[config.mk]
export PLATFORM = sky130hd
export DESIGN_NAME = spi_irq_dbg
export DESIGN_NICKNAME = d
export VERILOG_FILES = /design/src/core/spi_irq_dbg.v /design/src/core/spi_shifter.v
export VERILOG_INCLUDE_DIRS = /design/src /design/src/shared
export SDC_FILE = /design/constraint.sdc
export NUM_CORES = 1
export LEC_CHECK = 0
export ABC_AREA = 1
export BUFFER_PORTS_ARGS = -buffer_cell sky130_fd_sc_hd__buf_4
export CAP_MARGIN = 0
export CORE_MARGIN = 2
export CORE_UTILIZATION = 25
export CTS_BUF_LIST = sky130_fd_sc_hd__clkbuf_16
export CTS_CLUSTER_DIAMETER = 80
export DETAILED_ROUTE_END_ITERATION = 12
export SLEW_MARGIN = 20
export SYNTH_ARGS = -nofsm -noshare
export SYNTH_HDL_FRONTEND = slang
export SYNTH_SLANG_ARGS = --single-unit
[constraint.sdc]
create_clock -name clock -period 1.9 [get_ports clock]
set_clock_uncertainty 0.15 [all_clocks]
set_input_delay 0.095 -clock clock [delete_from_list [all_inputs] [get_ports clock]]
set_output_delay 0.095 -clock clock [all_outputs]
set_load 0.02 [all_outputs]
[src/shared/spi_irq_regs.vh]
`ifndef SPI_IRQ_REGS_VH
`define SPI_IRQ_REGS_VH
`define OFS_CTRL     8'h00
`define OFS_STAT     8'h04
`define OFS_TXBUF    8'h08
`define OFS_RXBUF    8'h0c
`define OFS_SHADOW   8'h10
`define OFS_DMACFG   8'h14
`define OFS_DMACNT   8'h18
`define OFS_IRQ      8'h1c
`define CTL_MODE_LO  0
`define CTL_EN       2
`define CTL_MS       3
`define CTL_LPBK     4
`define CTL_RXFL     18
`define CTL_TXFL     19
`define ST_RXS       0
`define ST_TXS       1
`define ST_MME       2
`define ST_TX_UNDERFLOW      3
`define ST_RX_OVERFLOW      4
`define DC_EN        0
`define DC_RCV       1
`define DC_DMA_DONE_IRQ_EN     2
`define DC_DMA_ERR_IRQ_EN    3
`define DC_CHEN      4
`define DC_PCI       5
`define DC_UNF       8
`define DC_OVF       9
`define DC_FLUSH_VAL 32'h0000_0080
`define IRQ_LATCH    0
`define IRQ_HI_MASK  12
`define IRQ_LO_MASK  19
`define MODE_RX      2'h0
`define MODE_TX      2'h1
`define MODE_DMA     2'h2
`define CTRL_RST     32'h0000_0000
`define CLK_NS       5
`define HALF_NS      40
`define HALF_CYC     ((`HALF_NS + `CLK_NS - 1) / `CLK_NS)
`endif

[src/core/spi_irq_dbg.v]
`timescale 1ns/10ps
`include "spi_irq_regs.vh"
module spi_irq_dbg #(
  parameter IS_PRIMARY = 1
) (
  // Clock and reset
  input  wire        clock,
  input  wire        rst_n,
  // APB slave
  input  wire        psel,
  input  wire        penable,
  input  wire        pwrite,
  input  wire [7:0]  paddr,
  input  wire [31:0] pwdata,
  output reg         pready,
  output reg  [31:0] prdata,
  output reg         pslverr,
  // Interrupt lines
  output reg         primary_port_irq,
  output reg         secondary_port_irq,
  // Link pins
  input  wire        mosi_in,
  output wire        mosi_out,
  output wire        mosi_oe,
  input  wire        miso_in,
  output wire        miso_out,
  output wire        miso_oe,
  input  wire        serial_clock_in,
  output wire        serial_clock_out,
  output wire        serial_clock_oe,
  input  wire        slave_select_in_n,
  output wire        slave_select_out_n
);
  // Input synchronisers
  reg [3:0] s1_q;
  reg [3:0] s2_q;
  always @(posedge clock or negedge rst_n) begin
    if (!rst_n) begin
      s1_q <= 4'h8;
      s2_q <= 4'h8;
    end else begin
      s1_q <= {slave_select_in_n, serial_clock_in, miso_in, mosi_in};
      s2_q <= s1_q;
    end
  end
  wire mosi_s = s2_q[0];
  wire miso_s = s2_q[1];
  wire sclk_s = s2_q[2];
  wire ss_s   = s2_q[3];

  // Registers
  reg [31:0] port_control_reg_q;
  reg [31:0] dma_config_reg_q;
  reg [15:0] dma_count_q;
  reg [7:0]  tx_buffer_q;
  reg [7:0]  rx_buffer_q;
  reg        rx_full_flag_q;
  reg        tx_full_q;
  reg        multimaster_error_q;
  reg        tx_underflow_q;
  reg        rx_overflow_q;
  reg        irq_latch_q;
  reg        core_irq_mask_q;
  reg        secondary_irq_mask_bit_q;
  reg        pend_q;

  wire [1:0] xfer_init_mode = port_control_reg_q[`CTL_MODE_LO+1:`CTL_MODE_LO];
  wire port_enable     = port_control_reg_q[`CTL_EN];
  wire master_select   = port_control_reg_q[`CTL_MS];
  wire loopback_enable = port_control_reg_q[`CTL_LPBK];
  wire rx_flush        = port_control_reg_q[`CTL_RXFL];
  wire tx_flush        = port_control_reg_q[`CTL_TXFL];
  wire dma_en          = dma_config_reg_q[`DC_EN];
  wire dma_direction   = dma_config_reg_q[`DC_RCV];
  wire dma_done_irq_en = dma_config_reg_q[`DC_DMA_DONE_IRQ_EN];
  wire dma_err_irq_en  = dma_config_reg_q[`DC_DMA_ERR_IRQ_EN];
  wire dma_chain_en    = dma_config_reg_q[`DC_CHEN];
  wire dma_per_block   = dma_config_reg_q[`DC_PCI];
  wire dma_underflow_flag = dma_config_reg_q[`DC_UNF];
  wire dma_overflow_flag  = dma_config_reg_q[`DC_OVF];
  wire dma_mode = dma_en && xfer_init_mode == `MODE_DMA;

  // APB decode
  wire acc  = psel & penable & pready;
  wire wr   = acc & pwrite;
  wire rd   = acc & ~pwrite;
  wire w_ctl = wr && paddr == `OFS_CTRL;
  wire w_st  = wr && paddr == `OFS_STAT;
  wire w_tx  = wr && paddr == `OFS_TXBUF;
  wire w_dc  = wr && paddr == `OFS_DMACFG;
  wire w_cnt = wr && paddr == `OFS_DMACNT;
  wire w_irq = wr && paddr == `OFS_IRQ;
  wire r_rx  = rd && paddr == `OFS_RXBUF;
  wire st_clr = w_st && (pwdata[`ST_MME] | pwdata[`ST_TX_UNDERFLOW] | pwdata[`ST_RX_OVERFLOW]);
  wire dc_flush = w_dc && pwdata == `DC_FLUSH_VAL;

  // Shifter link
  wire       busy;
  wire       loaded;
  wire       done;
  wire [7:0] rx_word;
  wire       lpbk = port_enable & master_select & loopback_enable;
  wire       sin = !master_select ? mosi_s : (lpbk ? mosi_out : miso_s);
  wire       run = port_enable & ~tx_flush & ~rx_flush;
  wire       dma_go = dma_mode && dma_count_q != 16'h0000 &&
                      (dma_direction ? ~rx_full_flag_q : tx_full_q);
  wire       start = master_select & ~busy & (pend_q | dma_go);

  spi_shifter u_shift (
    .clock    (clock),
    .rst_n    (rst_n),
    .enable   (run),
    .master   (master_select),
    .start    (start),
    .tx_word  (tx_buffer_q),
    .sin      (sin),
    .sclk_s   (sclk_s),
    .ss_s     (ss_s),
    .busy     (busy),
    .loaded   (loaded),
    .done     (done),
    .rx_word  (rx_word),
    .mosi_out (mosi_out),
    .mosi_oe  (mosi_oe),
    .miso_out (miso_out),
    .miso_oe  (miso_oe),
    .sclk_out (serial_clock_out),
    .sclk_oe  (serial_clock_oe),
    .ss_out_n (slave_select_out_n)
  );

  // Events
  wire unf_evt  = loaded & ~tx_full_q;
  wire ovf_evt  = done & rx_full_flag_q;
  wire mme_evt  = port_enable & master_select & ~ss_s;
  wire slv_dma  = dma_mode & ~master_select;
  wire set_dunf = slv_dma & ~dma_direction & unf_evt;
  wire set_dovf = slv_dma & dma_direction & ovf_evt;
  wire cnt_zero = dma_mode && done && dma_count_q == 16'h0001;
  wire done_irq = cnt_zero & dma_done_irq_en & (~dma_chain_en | dma_per_block);
  wire err_irq  = dma_err_irq_en & (mme_evt | (unf_evt & ~dma_direction) |
                  (ovf_evt & dma_direction));
  wire flag_irq = dma_underflow_flag | dma_overflow_flag | set_dunf | set_dovf;
  wire buf_irq  = port_enable & ~dma_mode &
                  ((xfer_init_mode == `MODE_RX) ? rx_full_flag_q :
                   (xfer_init_mode == `MODE_TX) ? ~tx_full_q : 1'b0);
  wire dma_irq  = dma_mode & (done_irq | err_irq | flag_irq);
  wire irq_set  = buf_irq | dma_irq | (~dma_mode & flag_irq);

  // Control registers
  always @(posedge clock or negedge rst_n) begin
    if (!rst_n) begin
      port_control_reg_q       <= `CTRL_RST;
      core_irq_mask_q          <= 1'b0;
      secondary_irq_mask_bit_q <= 1'b0;
      pend_q                   <= 1'b0;
    end else begin
      if (w_ctl) port_control_reg_q <= pwdata;
      if (w_irq) begin
        core_irq_mask_q          <= pwdata[`IRQ_HI_MASK];
        secondary_irq_mask_bit_q <= pwdata[`IRQ_LO_MASK];
      end
      if (start || !run || !master_select) pend_q <= 1'b0;
      else if ((r_rx && xfer_init_mode == `MODE_RX) ||
               (w_tx && xfer_init_mode == `MODE_TX)) pend_q <= 1'b1;
    end
  end

  // DMA configuration and count
  always @(posedge clock or negedge rst_n) begin
    if (!rst_n) begin
      dma_config_reg_q <= 32'h0000_0000;
      dma_count_q      <= 16'h0000;
    end else begin
      if (dc_flush) begin
        dma_config_reg_q <= 32'h0000_0000;
        dma_count_q      <= 16'h0000;
      end else begin
        if (w_dc) begin
          dma_config_reg_q[5:0] <= pwdata[5:0];
          dma_config_reg_q[`DC_UNF] <= set_dunf;
          dma_config_reg_q[`DC_OVF] <= set_dovf;
        end else if (st_clr) begin
          dma_config_reg_q[`DC_UNF] <= set_dunf;
          dma_config_reg_q[`DC_OVF] <= set_dovf;
        end else begin
          if (set_dunf) dma_config_reg_q[`DC_UNF] <= 1'b1;
          if (set_dovf) dma_config_reg_q[`DC_OVF] <= 1'b1;
        end
        if (w_cnt) dma_count_q <= pwdata[15:0];
        else if (dma_mode && done && dma_count_q != 16'h0000)
          dma_count_q <= dma_count_q - 16'h0001;
      end
    end
  end

  // Data buffers and status
  always @(posedge clock or negedge rst_n) begin
    if (!rst_n) begin
      tx_buffer_q         <= 8'h00;
      rx_buffer_q         <= 8'h00;
      tx_full_q           <= 1'b0;
      rx_full_flag_q      <= 1'b0;
      multimaster_error_q <= 1'b0;
      tx_underflow_q      <= 1'b0;
      rx_overflow_q       <= 1'b0;
    end else begin
      if (tx_flush) begin
        tx_buffer_q <= 8'h00;
        tx_full_q   <= 1'b0;
      end else if (w_tx) begin
        tx_buffer_q <= pwdata[7:0];
        tx_full_q   <= 1'b1;
      end else if (loaded) begin
        tx_full_q <= 1'b0;
      end
      if (rx_flush) begin
        rx_buffer_q    <= 8'h00;
        rx_full_flag_q <= 1'b0;
      end else if (done && !rx_full_flag_q) begin
        rx_buffer_q    <= rx_word;
        rx_full_flag_q <= 1'b1;
      end else if (r_rx) begin
        rx_full_flag_q <= 1'b0;
      end
      if (mme_evt) multimaster_error_q <= 1'b1;
      else if (w_st && pwdata[`ST_MME]) multimaster_error_q <= 1'b0;
      if (unf_evt) tx_underflow_q <= 1'b1;
      else if (w_st && pwdata[`ST_TX_UNDERFLOW]) tx_underflow_q <= 1'b0;
      if (ovf_evt) rx_overflow_q <= 1'b1;
      else if (w_st && pwdata[`ST_RX_OVERFLOW]) rx_overflow_q <= 1'b0;
    end
  end

  // Interrupt latch and gated lines
  always @(posedge clock or negedge rst_n) begin
    if (!rst_n) begin
      irq_latch_q        <= 1'b0;
      primary_port_irq   <= 1'b0;
      secondary_port_irq <= 1'b0;
    end else begin
      if (irq_set) irq_latch_q <= 1'b1;
      else if (w_irq && pwdata[`IRQ_LATCH]) irq_latch_q <= 1'b0;
      primary_port_irq   <= (IS_PRIMARY != 0) & irq_latch_q & core_irq_mask_q;
      secondary_port_irq <= (IS_PRIMARY == 0) & irq_latch_q &
                            secondary_irq_mask_bit_q;
    end
  end

  // Read mux
  reg [31:0] rdata;
  reg        hit;
  always @* begin
    rdata = 32'h0000_0000;
    hit   = 1'b1;
    case (paddr)
      `OFS_CTRL:   rdata = port_control_reg_q;
      `OFS_STAT: begin
        rdata[`ST_RXS]  = rx_full_flag_q;
        rdata[`ST_TXS]  = tx_full_q;
        rdata[`ST_MME]  = multimaster_error_q;
        rdata[`ST_TX_UNDERFLOW] = tx_underflow_q;
        rdata[`ST_RX_OVERFLOW] = rx_overflow_q;
      end
      `OFS_TXBUF:  rdata[7:0] = tx_buffer_q;
      `OFS_RXBUF:  rdata[7:0] = rx_buffer_q;
      `OFS_SHADOW: rdata[7:0] = rx_buffer_q;
      `OFS_DMACFG: rdata = dma_config_reg_q;
      `OFS_DMACNT: rdata[15:0] = dma_count_q;
      `OFS_IRQ: begin
        rdata[`IRQ_LATCH]   = irq_latch_q;
        rdata[`IRQ_HI_MASK] = core_irq_mask_q;
        rdata[`IRQ_LO_MASK] = secondary_irq_mask_bit_q;
      end
      default: hit = 1'b0;
    endcase
  end

  // APB answer, one wait state
  always @(posedge clock or negedge rst_n) begin
    if (!rst_n) begin
      pready  <= 1'b0;
      prdata  <= 32'h0000_0000;
      pslverr <= 1'b0;
    end else begin
      pready  <= psel & penable & ~pready;
      if (psel && penable && !pready) begin
        prdata  <= pwrite ? 32'h0000_0000 : rdata;
        pslverr <= ~hit | (pwrite & paddr == `OFS_SHADOW);
      end else begin
        prdata  <= 32'h0000_0000;
        pslverr <= 1'b0;
      end
    end
  end
endmodule

[src/core/spi_shifter.v]
`timescale 1ns/10ps
`include "spi_irq_regs.vh"
module spi_shifter (
  // Clock and reset
  input  wire       clock,
  input  wire       rst_n,
  // Control
  input  wire       enable,
  input  wire       master,
  input  wire       start,
  input  wire [7:0] tx_word,
  // Synced link inputs
  input  wire       sin,
  input  wire       sclk_s,
  input  wire       ss_s,
  // Events
  output reg        busy,
  output reg        loaded,
  output reg        done,
  output reg  [7:0] rx_word,
  // Pins
  output reg        mosi_out,
  output reg        mosi_oe,
  output reg        miso_out,
  output reg        miso_oe,
  output reg        sclk_out,
  output reg        sclk_oe,
  output reg        ss_out_n
);
  localparam S_IDLE = 3'h0;
  localparam S_LEAD = 3'h1;
  localparam S_SHFT = 3'h2;
  localparam S_LAG  = 3'h3;
  localparam S_GAP  = 3'h4;
  localparam S_SLV  = 3'h5;
  localparam integer HALF_I = `HALF_CYC - 1;
  localparam [7:0] HALF_M1 = HALF_I[7:0];
  reg [2:0] st_q;
  reg [7:0] cnt_q;
  reg [7:0] sh_q;
  reg [7:0] rs_q;
  reg [2:0] nb_q;
  reg       sck_d1_q;
  wire      tick = (cnt_q == HALF_M1);
  wire      rise = sclk_s & ~sck_d1_q;
  wire      fall = ~sclk_s & sck_d1_q;
  always @(posedge clock or negedge rst_n) begin
    if (!rst_n) begin
      st_q <= S_IDLE; cnt_q <= 8'h00; sh_q <= 8'h00; rs_q <= 8'h00;
      nb_q <= 3'h0; sck_d1_q <= 1'b0; busy <= 1'b0; loaded <= 1'b0;
      done <= 1'b0; rx_word <= 8'h00; mosi_out <= 1'b0; mosi_oe <= 1'b0;
      miso_out <= 1'b0; miso_oe <= 1'b0; sclk_out <= 1'b0; sclk_oe <= 1'b0;
      ss_out_n <= 1'b1;
    end else begin
      sck_d1_q <= sclk_s;
      loaded <= 1'b0;
      done <= 1'b0;
      cnt_q <= (st_q == S_IDLE || tick) ? 8'h00 : cnt_q + 8'h01;
      mosi_oe <= enable & master;
      sclk_oe <= enable & master;
      if (!enable) begin
        st_q <= S_IDLE; busy <= 1'b0; ss_out_n <= 1'b1;
        sclk_out <= 1'b0; miso_oe <= 1'b0;
      end else begin
        case (st_q)
          S_IDLE: begin
            nb_q <= 3'h0;
            if (master && start) begin
              st_q <= S_LEAD; busy <= 1'b1; loaded <= 1'b1;
              sh_q <= tx_word; mosi_out <= tx_word[7]; ss_out_n <= 1'b0;
            end else if (!master && !ss_s) begin
              st_q <= S_SLV; busy <= 1'b1; loaded <= 1'b1; miso_oe <= 1'b1;
              sh_q <= tx_word; miso_out <= tx_word[7];
            end
          end
          S_LEAD: if (tick) begin
            st_q <= S_SHFT; sclk_out <= 1'b1; rs_q <= {rs_q[6:0], sin};
          end
          S_SHFT: if (tick) begin
            sclk_out <= ~sclk_out;
            if (!sclk_out) rs_q <= {rs_q[6:0], sin};
            else if (nb_q == 3'h7) st_q <= S_LAG;
            else begin
              sh_q <= {sh_q[6:0], 1'b0}; mosi_out <= sh_q[6]; nb_q <= nb_q + 3'h1;
            end
          end
          S_LAG: if (tick) begin
            st_q <= S_GAP; ss_out_n <= 1'b1; done <= 1'b1; rx_word <= rs_q;
          end
          S_GAP: if (tick) begin
            st_q <= S_IDLE; busy <= 1'b0;
          end
          S_SLV: begin
            if (ss_s || master) begin
              st_q <= S_IDLE; busy <= 1'b0; miso_oe <= 1'b0;
            end else if (rise) begin
              nb_q <= nb_q + 3'h1;
              if (nb_q == 3'h7) begin
                done <= 1'b1; rx_word <= {rs_q[6:0], sin}; loaded <= 1'b1;
                sh_q <= tx_word; miso_out <= tx_word[7];
              end else rs_q <= {rs_q[6:0], sin};
            end else if (fall && nb_q != 3'h0) begin
              sh_q <= {sh_q[6:0], 1'b0}; miso_out <= sh_q[6];
            end
          end
          default: st_q <= S_IDLE;
        endcase
      end
    end
  end
endmodule

==> results.toml, run 1 <==
[status]
status = "complete, no violations"

[clocking]
htree_levels = 4
clk_pin_slew_ns = 0.07
clk_root_buffer_cell = "clkbuf_16"
cts_sinks = 171
clk_latency_ns = 0.44
cts_buffers = 17
cts_tree = "built"
clk_path_buf_depth = 2

[yosys]
ys_types = 53
ys_seq_area_frac = 0.505
yosys_warnings = 0
ys.flop_type = "dfrtp_1"
synth_edf_count = 0
syn-cell-area_um2 = 8490
async_flop_share = 1.00
synth.avg_cell_area_um2 = 8.19
ys_ff_latch = 171
syn_nets = 1093
synth_cells = 1037

[pwr]
internal_power_uw = 5640
seq_power_share = 0.494
pwr-share-comb = 0.058
power_density_nw_per_um2 = 661
p_leak_uw = 0.00529
clkPwrFrac = 0.448
ir_drop_mv = 0.632
p_sw_uw = 1810
swShare = 0.243

[critical_path]
cp-end-kind = "flop"
cp.buffers_inverters = 0
required_ns = 2.10
arrival_ns = 2.04
critical_path_class = "reg -> reg"
crit_slowest_cell = "dfrtp_1"
cp-start-kind = "flop"
worst_path_most_repeated_cell = "nand2_1"
critPathMaxFanout = 6
max_stage_delay_ns = 0.38
path_cells = "nor2_1 > nand2_1 > nor2_2 > nand2_1 > nand2_1 > nand2_2 > nand2_4 > nand3_2 > nand3_4 > nand2_1 > o21ai_1"
crit_family = "simple AND/OR/NAND/NOR gates"

[final_layout]
ff_latch_area_um2 = 4290
area_growth_pct = 32.8
layout-drive-gt1-share = 0.226
fillCellCount = 3493
fin_area_um2 = 11300
final_cell_mix = "nand2_1, dfrtp_1, buf_4"
multiInputGateArea_um2 = 3650
n_antenna_cell = 0
finish.net_count = 1282
mostFrequentLayoutCell = "nand2_1"

[global_route]
grt_pass1_vias = 7729
grtUsageTotal = 0.147
antenna_found_initial = 0
grt_remaining_overflow = 0
grt_max_degree = 53
grt_pass1_wl_um = 41000

[route]
ant_nets = 0
viasPerCell = 4.58
wl_um = 25400
firstDrtPassIters = 5
vias = 7732
drt_first_iter_violations = 646
wl_per_cell_um = 15.0
drc = 0

[place]
dp_hpwl_um = 18500
port_buffers = 90
post-place-ws_ns = 0.0248
gp_congestion = 0.876
placed_cell_area_um2 = 10100

[hold_path]
min_path_type = "in -> async"

[die]
die_area_um2 = 35400
core_area_um2 = 33400
die_w_um = 188
fp.dieH_um = 188
boundaryPins = 92
placementRows = 67
initial_core_util = 0.254

[timing]
finalCriticalPeriod_ns = 1.84
slew_viol_final = 0
fmax_mhz = 545
finalSetupViolations = 0
fin_crit_sh = 0.966
layout_setup_ws_ns = 0.0650
hold_viol_final = 0
worst_slew_pin_slew_ns = 0.522
slew_headroom = 0.650

[run]
drv_cap = 0
worst register-to-register path, stage by stage, from the launching register on:
cell     delay, ns
dfrtp_1       0.38
nor2_1        0.13
nand2_1       0.09
nor2_2        0.17
nand2_1       0.14
nand2_1       0.14
nand2_2       0.08
nand2_4       0.12
nand3_2       0.11
nand3_4       0.13
nand2_1       0.05
o21ai_1       0.07
per-stage QoR:
step,total power [µW],hold slack [ns],TNS [ns],cells,util
after detailed placement,4110,-0.0688,0,1605,0.302
after CTS,7540,0.0289,0,1679,0.331
after global placement,4110,-0.0718,0,1605,0.302
after floorplan,3850,-0.351,0,1037,-
final,7450,0.0132,0,1687,0.337
after global routing,7760,0.0694,-0.107,1687,0.337
logic make-up (layout without fill, tap and decap cells):
group / Yosys count / in the layout / share of synthesized area
compound gates: 171 / 171 / 0.113
xor+xnor: 12 / 12 / 0.0124
fa+ha+maj: 7 / 7 / 0.0103
buf+inv: 162 / 364 / 0.0790
flops: 171 / 171 / 0.505
mux: 4 / 4 / 0.00531
other cells: 1 / 1 / 0.000442
simple gates: 509 / 509 / 0.275
cell type report:
class                      instances  area share
clock buffer                      17      0.0377
clock inverter                    15      0.0113
inverter                         132      0.0443
multi-input combinational        704       0.324
sequential                       171       0.380
tap                              448      0.0497
timing repair buffer             200       0.153
power groups by stage:
stage          registers [µW]  clock network, µW  logic [µW]
2_1_floorplan            3750                  0         104
3_3_place_gp             3750                  0         362
3_5_place_dp             3750                  0         364
4_1_cts                  3680               3430         435
5_1_grt                  3680               3600         480
6_report                 3680               3340         433
worst paths after layout:
check	startpoint	end	slack (ns)	depth (start not counted)
worst min-delay path	rst_n	u_shift.rs_q[5]	0.01	2
worst max register to register	dma_count_q[10]	u_shift.st_q[0]	0.06	11
min in group clock	paddr[2]	prdata[12]	0.08	6
worst min register to register	s1_q[0]	s2_q[0]	0.20	0
max in group asynchronous	rst_n	prdata[11]	0.86	3
worst max-delay path	dma_count_q[10]	u_shift.st_q[0]	0.06	11
routing by layer:
| layer | up-vias | part of all wire | global-route usage | routed length, µm |
|---|---|---|---|---|
| li1 | 3772 | - | - | - |
| met1 | 3714 | 0.47 | 0.202 | 11900 |
| met2 | 225 | 0.47 | 0.236 | 11800 |
| met3 | 21 | 0.053 | 0.0276 | 1350 |
| met4 | 0 | 0.012 | 0.0397 | 310 |
| met5 | - | 0 | 0 | 0 |
cell usage after synthesis (4+ instances only):
cell type / number / area, µm²
a21oi_1: 21 / 105
a22oi_1: 4 / 30.0
a31oi_1: 5 / 31.3
buf_2: 12 / 60.1
buf_4: 5 / 37.5
clkbuf_1: 8 / 30.0
dfrtp_1: 168 / 4200
ha_1: 7 / 87.6
inv_1: 106 / 398
inv_2: 21 / 78.8
mux2_1: 4 / 45.0
nand2_1: 247 / 927
nand2_2: 12 / 75.1
nand3_1: 82 / 410
nand3_2: 6 / 60.1
nand3b_1: 4 / 30.0
nand4_1: 25 / 156
nor2_1: 89 / 334
nor2_2: 5 / 31.3
nor3_1: 19 / 95.1
o21ai_0: 61 / 305
o21ai_1: 45 / 225
o21ai_2: 7 / 61.3
o22ai_1: 14 / 87.6
xnor2_1: 6 / 52.6
xor2_1: 6 / 52.6
timing repair:
item | CTS | global route
resized for setup | 0 | 37
hold endpoints to repair | 248 | 0
hold buffers | 42 | 0
endpoints found under the setup margin | 0 | 38
setup buffers | 0 | 8
registers in the layout, indices dropped and copies added (netlist names), 3 cells and up:
register            cells
u_shift.sh_q            7
prdata                 32
s1_q                    4
dma_config_reg_q        8
dma_count_q            16
port_control_reg_q     32
s2_q                    4
rx_buffer_q             8
u_shift.nb_q            3
u_shift.cnt_q           8
u_shift.rx_word         8
u_shift.st_q            3
tx_buffer_q             8
u_shift.rs_q            8
Note: power is estimated with default switching activity, not from simulation.
==> run 2, diff against run 1 <==
Settings changed: ABC_AREA 1 to not set.
==> run 2 against run 1 <==
Net effect: cell area rose by 5.1%; die area fell by 5.8%; synthesized cell count fell by 27%; sequential share of layout area fell by 1.8 points; non-clock buffer count rose by 94; worst setup slack got worse by 0.52 ns; critical path type unchanged; total power rose by 0.50%; highest routed layer unchanged; the flow now finishes with violations (negative hold slack, negative setup slack); sequential cell count did not move; area after synthesis fell by 5.9%; via count fell by 10%.
==> results.toml, run 2 <==
[critical_path]
crit_slowest_cell = "or4b_4"
rr_startpoint = "dma_count_q[0]"
cp-start-kind = "flop"
crit_end = "u_shift.sh_q[2]"
cp.buffers_inverters = 2
ff2ff_path_depth = 9
cp.depth = 9
r2r_end = "u_shift.sh_q[2]"
critPathMaxFanout = 7
cp-end-kind = "flop"
r2r_setup_slack_ns = -0.45
required_ns = 2.07
arrival_ns = 2.53
critical_path_class = "reg -> reg"
path_cells = "inv_2 > ha_4 > or4b_4 > nor4_4 > buf_6 > o21ai_4 > o311a_4 > nor2_2 > a21oi_2"
max_stage_delay_ns = 0.46
startpoint = "dma_count_q[0]"
crit_family = "simple AND/OR/NAND/NOR gates"

[hold_path]
min_path_type = "in -> async"

[clocking]
htree_levels = 4
cts_tree = "built"
clk_latency_ns = 0.44
cts_buffers = 17
cts_sinks = 171
clk_root_buffer_cell = "clkbuf_16"
clk_pin_slew_ns = 0.07
clk_path_buf_depth = 2

[place]
placed_cells = 1351
gp_congestion = 0.908
dp_hpwl_um = 17500
port_buffers = 90
placed_cell_area_um2 = 10300

[yosys]
netlist.area_leader.share = 0.526
ys_ff_latch = 171
yosys-top-cells-area = "dfrtp_1, mux2_2, nand2_1, a21oi_1, nor2_1"
ys_types = 69
ys_top_cells_by_count = "dfrtp_1, nand2_1, nor2_1"
syn-cell-area_um2 = 7990
async_flop_share = 1.00
synth_top_area_cell = "dfrtp_1"
yosys_warnings = 0
ys_seq_area_frac = 0.536
synth_edf_count = 0
synth_cells = 752
synth.avg_cell_area_um2 = 10.6
ys.flop_type = "dfrtp_1"
synth_most_common_cell = "dfrtp_1"
syn_nets = 808

[global_route]
grtUsageTotal = 0.150
grt_pass1_wl_um = 39200
grt_remaining_overflow = 0
grt_max_degree = 42
grt_pass1_vias = 7082
antenna_found_initial = 1

[timing]
hold_viol_final = 3
holdWs_ns = -0.00649
finalCriticalPeriod_ns = 2.35
rsz0062_at_grt = "yes"
fin_crit_sh = 1.24
slew_headroom = 0.352
layout_setup_ws_ns = -0.451
finalSetupViolations = 52
worst_slew_pin_slew_ns = 0.972
slew_viol_final = 0
fmax_mhz = 425
setup_tns_ns = -16.81

[pwr]
power_density_nw_per_um2 = 632
ir_drop_mv = 0.660
p_leak_uw = 0.00541

[die]
initial_core_util = 0.254
fp.dieH_um = 183
placementRows = 65
die_area_um2 = 33400
boundaryPins = 92
die_w_um = 183
core_area_um2 = 31500

[status]
status = "finished, violations left"
violations = "negative hold slack, negative setup slack"

[route]
wl_per_cell_um = 16.9
firstDrtPassIters = 5
wl_um = 24400
drc = 0
drt_first_iter_violations = 531
viasPerCell = 4.82
vias = 6935
ant_nets = 0

[final_layout]
reg.largest.list = "port_control_reg_q x32, prdata x32, dma_count_q x16"
fin_area_um2 = 11800
area_growth_pct = 48.3
layout-drive-gt1-share = 0.423
finish.net_count = 1081
final_cell_mix = "buf_4, dfrtp_1, nand2_1"
n_antenna_cell = 0
final_cells = 1440
mostFrequentLayoutCell = "buf_4"

[run]
drv_cap = 0
[run 2: cell count changes in the layout (fill, tap and decap cells not counted), moves of 20 or more]
cell,change
nand3_1,-68
inv_1,-95
nand2_1,-159
nand4_1,-22
o21ai_0,-48
mux2_2,+42
nor2_1,-36
a21oi_1,+21
and3_1,+20
inv_2,-22
buf_4,+80
o21ai_1,-39
[run 2: worst register-to-register path, cell delays in order (launching register included)]
cell and delay, ns:
dfrtp_2 0.41, inv_2 0.09, ha_4 0.13, or4b_4 0.47, nor4_4 0.17, buf_6 0.16, o21ai_4 0.08, o311a_4 0.42
nor2_2 0.13, a21oi_2 0.04
[run 2: cell type report]
type / count / area (µm²)
tap: 402 / 503
sequential: 171 / 4290
multi-input combinational: 530 / 4000
timing repair buffer: 294 / 2460
clock buffer: 17 / 425
fill: 3078 / 19600
clock inverter: 15 / 124
inverter: 11 / 41.3
[run 2: worst min-delay path by stage]
| stage | end | startpoint | cells past startpoint | slack [ns] |
|---|---|---|---|---|
| 2_1_floorplan | core_irq_mask_q | rst_n | 0 | -0.35 |
| 3_3_place_gp | prdata[30] | rst_n | 1 | -0.1 |
| 3_5_place_dp | prdata[27] | rst_n | 1 | -0.1 |
| 4_1_cts | prdata[27] | rst_n | 2 | 0.007 |
| 5_1_grt | prdata[27] | rst_n | 2 | 0.01 |
| 6_report | prdata[27] | rst_n | 2 | -0.006 |
[run 2: cell families after synthesis]
group | synth area share
simple gates | 0.175
flops | 0.536
compound gates | 0.133
mux | 0.0918
buf+inv | 0.0284
xor+xnor | 0.0241
fa+ha+maj | 0.0110
other cells | 0.000469
[run 2: metrics by stage]
step | setup slack, ns | power [µW] | hold WS [ns] | utilization
floorplan | -0.423 | 3840 | -0.351 | -
global placement | -0.442 | 4130 | -0.0995 | 0.327
detailed placement | -0.499 | 4140 | -0.0990 | 0.327
CTS | -0.441 | 7550 | 0.00655 | 0.371
global route | -0.550 | 7770 | 0.0135 | 0.376
finish | -0.451 | 7490 | -0.00649 | 0.376
[run 2: what timing repair did]
action	in CTS	in global routing
setup buffers	9	6
pin swaps	35	27
hold endpoints to repair	243	0
resized for setup	68	44
endpoints found under the setup margin	54	58
hold buffers	44	0
gates cloned	3	0
[run 2: metal layers]
layer | wire length (µm) | vias up | track usage | share of wire
met2 | 11100 | 240 | 0.231 | 0.46
met5 | 0 | - | 0 | 0
li1 | - | 3241 | - | -
met3 | 1570 | 42 | 0.0332 | 0.065
met1 | 11100 | 3412 | 0.208 | 0.46
met4 | 526 | 0 | 0.0561 | 0.022
[run 2: report_power, final]
group | total [µW] | switching (µW) | internal, µW
Sequential | 3690 | 17.6 | 3670
Combinational | 468 | 237 | 231
Clock | 3340 | 1540 | 1800
Total | 7490 | 1790 | 5700
==> run 3, diff against run 2 <==
Settings changed: CORE_UTILIZATION 25 to 53, PLACE_DENSITY set to 0.76.
==> run 3 against run 2 <==
Net effect: the flow finishes with violations (negative setup slack); sequential power is essentially flat; count of clock-buffer cells in the layout is the same; total power grew 1.9%.
==> results.toml, run 3 (synthesized netlist as in run 2, its figures left out) <==
[die]
die_area_um2 = 16100
initial_core_util = 0.545
die_w_um = 127
boundaryPins = 92
placementRows = 44
core_area_um2 = 14600
fp.dieH_um = 127

[timing]
hold_viol_final = 0
fmax_mhz = 404
fin_crit_sh = 1.30
worst_slew_pin_slew_ns = 0.951
finalCriticalPeriod_ns = 2.48
finalSetupViolations = 51
slew_headroom = 0.366
slew_viol_final = 0
rsz0062_at_grt = "yes"
setup_tns_ns = -19.08
layout_setup_ws_ns = -0.577

[critical_path]
required_ns = 2.10
arrival_ns = 2.68
cp-start-kind = "flop"
critical_path_class = "reg -> reg"
critPathMaxFanout = 4
cp-end-kind = "flop"

[global_route]
grtUsageTotal = 0.322
antenna_found_initial = 0
grt_pass1_vias = 7477
grt_max_degree = 71
grt_pass1_wl_um = 39900
grt_remaining_overflow = 0

[route]
drc = 0
routed.top_layer = "met4"
drt_first_iter_violations = 769
wl_per_cell_um = 21.6
wl_um = 26400
wl_met3_um = 1990
ant_nets = 0
met2WireLength_um = 13300
viasPerCell = 6.17
vias = 7535
firstDrtPassIters = 6
drt-met1-wl_um = 10100

[clocking]
clk_pin_slew_ns = 0.07
cts_sinks = 171
cts_tree = "built"
htree_levels = 4
clk_root_buffer_cell = "clkbuf_16"
clk_path_buf_depth = 2
clk_latency_ns = 0.44
cts_buffers = 17

[place]
gp_congestion = 1.03
port_buffers = 90
placed_cell_area_um2 = 9960
dp_hpwl_um = 17000

[final_layout]
final_cell_mix = "buf_4, dfrtp_1, nand2_1"
layout-drive-gt1-share = 0.424
final_util = 0.794
n_antenna_cell = 0
fillCellCount = 868
fin_area_um2 = 11600
mostFrequentLayoutCell = "buf_4"
finish.net_count = 1081
reg.largest.list = "port_control_reg_q x32, prdata x32, dma_count_q x16"
area_growth_pct = 45.6

[pwr]
ir_drop_mv = 0.576
power_density_nw_per_um2 = 656
p_leak_uw = 0.00540
power_uw = 7630

[status]
violations = "negative setup slack"
status = "finished, violations left"

[hold_path]
min_path_type = "in -> reg"

[run]
drv_cap = 0
## run 3: cell types whose count changed in the layout (fill, tap and decap cells not counted), sizes merged
cell      previous run  this run
clkbuf              17        19
buf                250       248
clkinvlp             3         4
inv                 14        17
bufinv               1         2
clkinv               8         3
## run 3: worst max-delay path, stage by stage (launching register included)
cell	delay [ns]
dfrtp_1	0.38
or4_4	0.61
or2_4	0.28
buf_6	0.14
a221o_1	0.34
a22oi_2	0.18
o31ai_2	0.12
o21ai_1	0.19
## run 3: worst paths after layout
kind | start | end | slack (ns) | cells past startpoint
max | u_shift.cnt_q[7] | u_shift.st_q[2] | -0.58 | 7
min | pwrite | prdata[16] | 0.03 | 4
max reg2reg | u_shift.cnt_q[7] | u_shift.st_q[2] | -0.58 | 7
min reg2reg | s1_q[0] | s2_q[0] | 0.21 | 0
max in group asynchronous | rst_n | port_control_reg_q[20] | 0.36 | 3
min in group asynchronous | rst_n | prdata[31] | 0.09 | 3
## run 3: layout make-up
class	instances	area [µm²]	share of cell area
Clock buffer	17	425	0.0366
Clock inverter	15	163	0.0140
Inverter	11	41.3	0.00355
Multi-Input combinational cell	530	4010	0.345
Sequential cell	171	4290	0.369
Tap cell	184	230	0.0198
Timing Repair Buffer	294	2470	0.213
## run 3: per-layer routing
layer / vias up / global-route usage
met3: 82 / 0.0645
li1: 3250 / -
met2: 440 / 0.552
met4: 0 / 0.133
met5: - / 0
met1: 3763 / 0.402
## run 3: what timing repair did
action                                  4_1_cts  5_1_grt
hold endpoints to repair                    244        0
resized for setup                            57       54
endpoints found under the setup margin       57       60
cloned                                        1        2
pin swaps                                    40       29
hold buffers                                 44        0
setup buffers                                 7       13
## run 3: through the flow
stage,instances,hold WS (ns),setup slack (ns)
3_3_place_gp,1129,-0.201,-0.452
4_1_cts,1213,0.00434,-0.466
2_1_floorplan,752,-0.351,-0.423
6_report,1222,0.0289,-0.577
3_5_place_dp,1129,-0.199,-0.533
5_1_grt,1222,0.0386,-0.603
## run 3: power by group
part / switching, µW / leakage, µW / internal (µW)
clock: 1520 / 0.000280 / 1960
combinational: 246 / 0.00287 / 221
sequential: 20.8 / 0.00225 / 3670
total: 1790 / 0.00540 / 5840
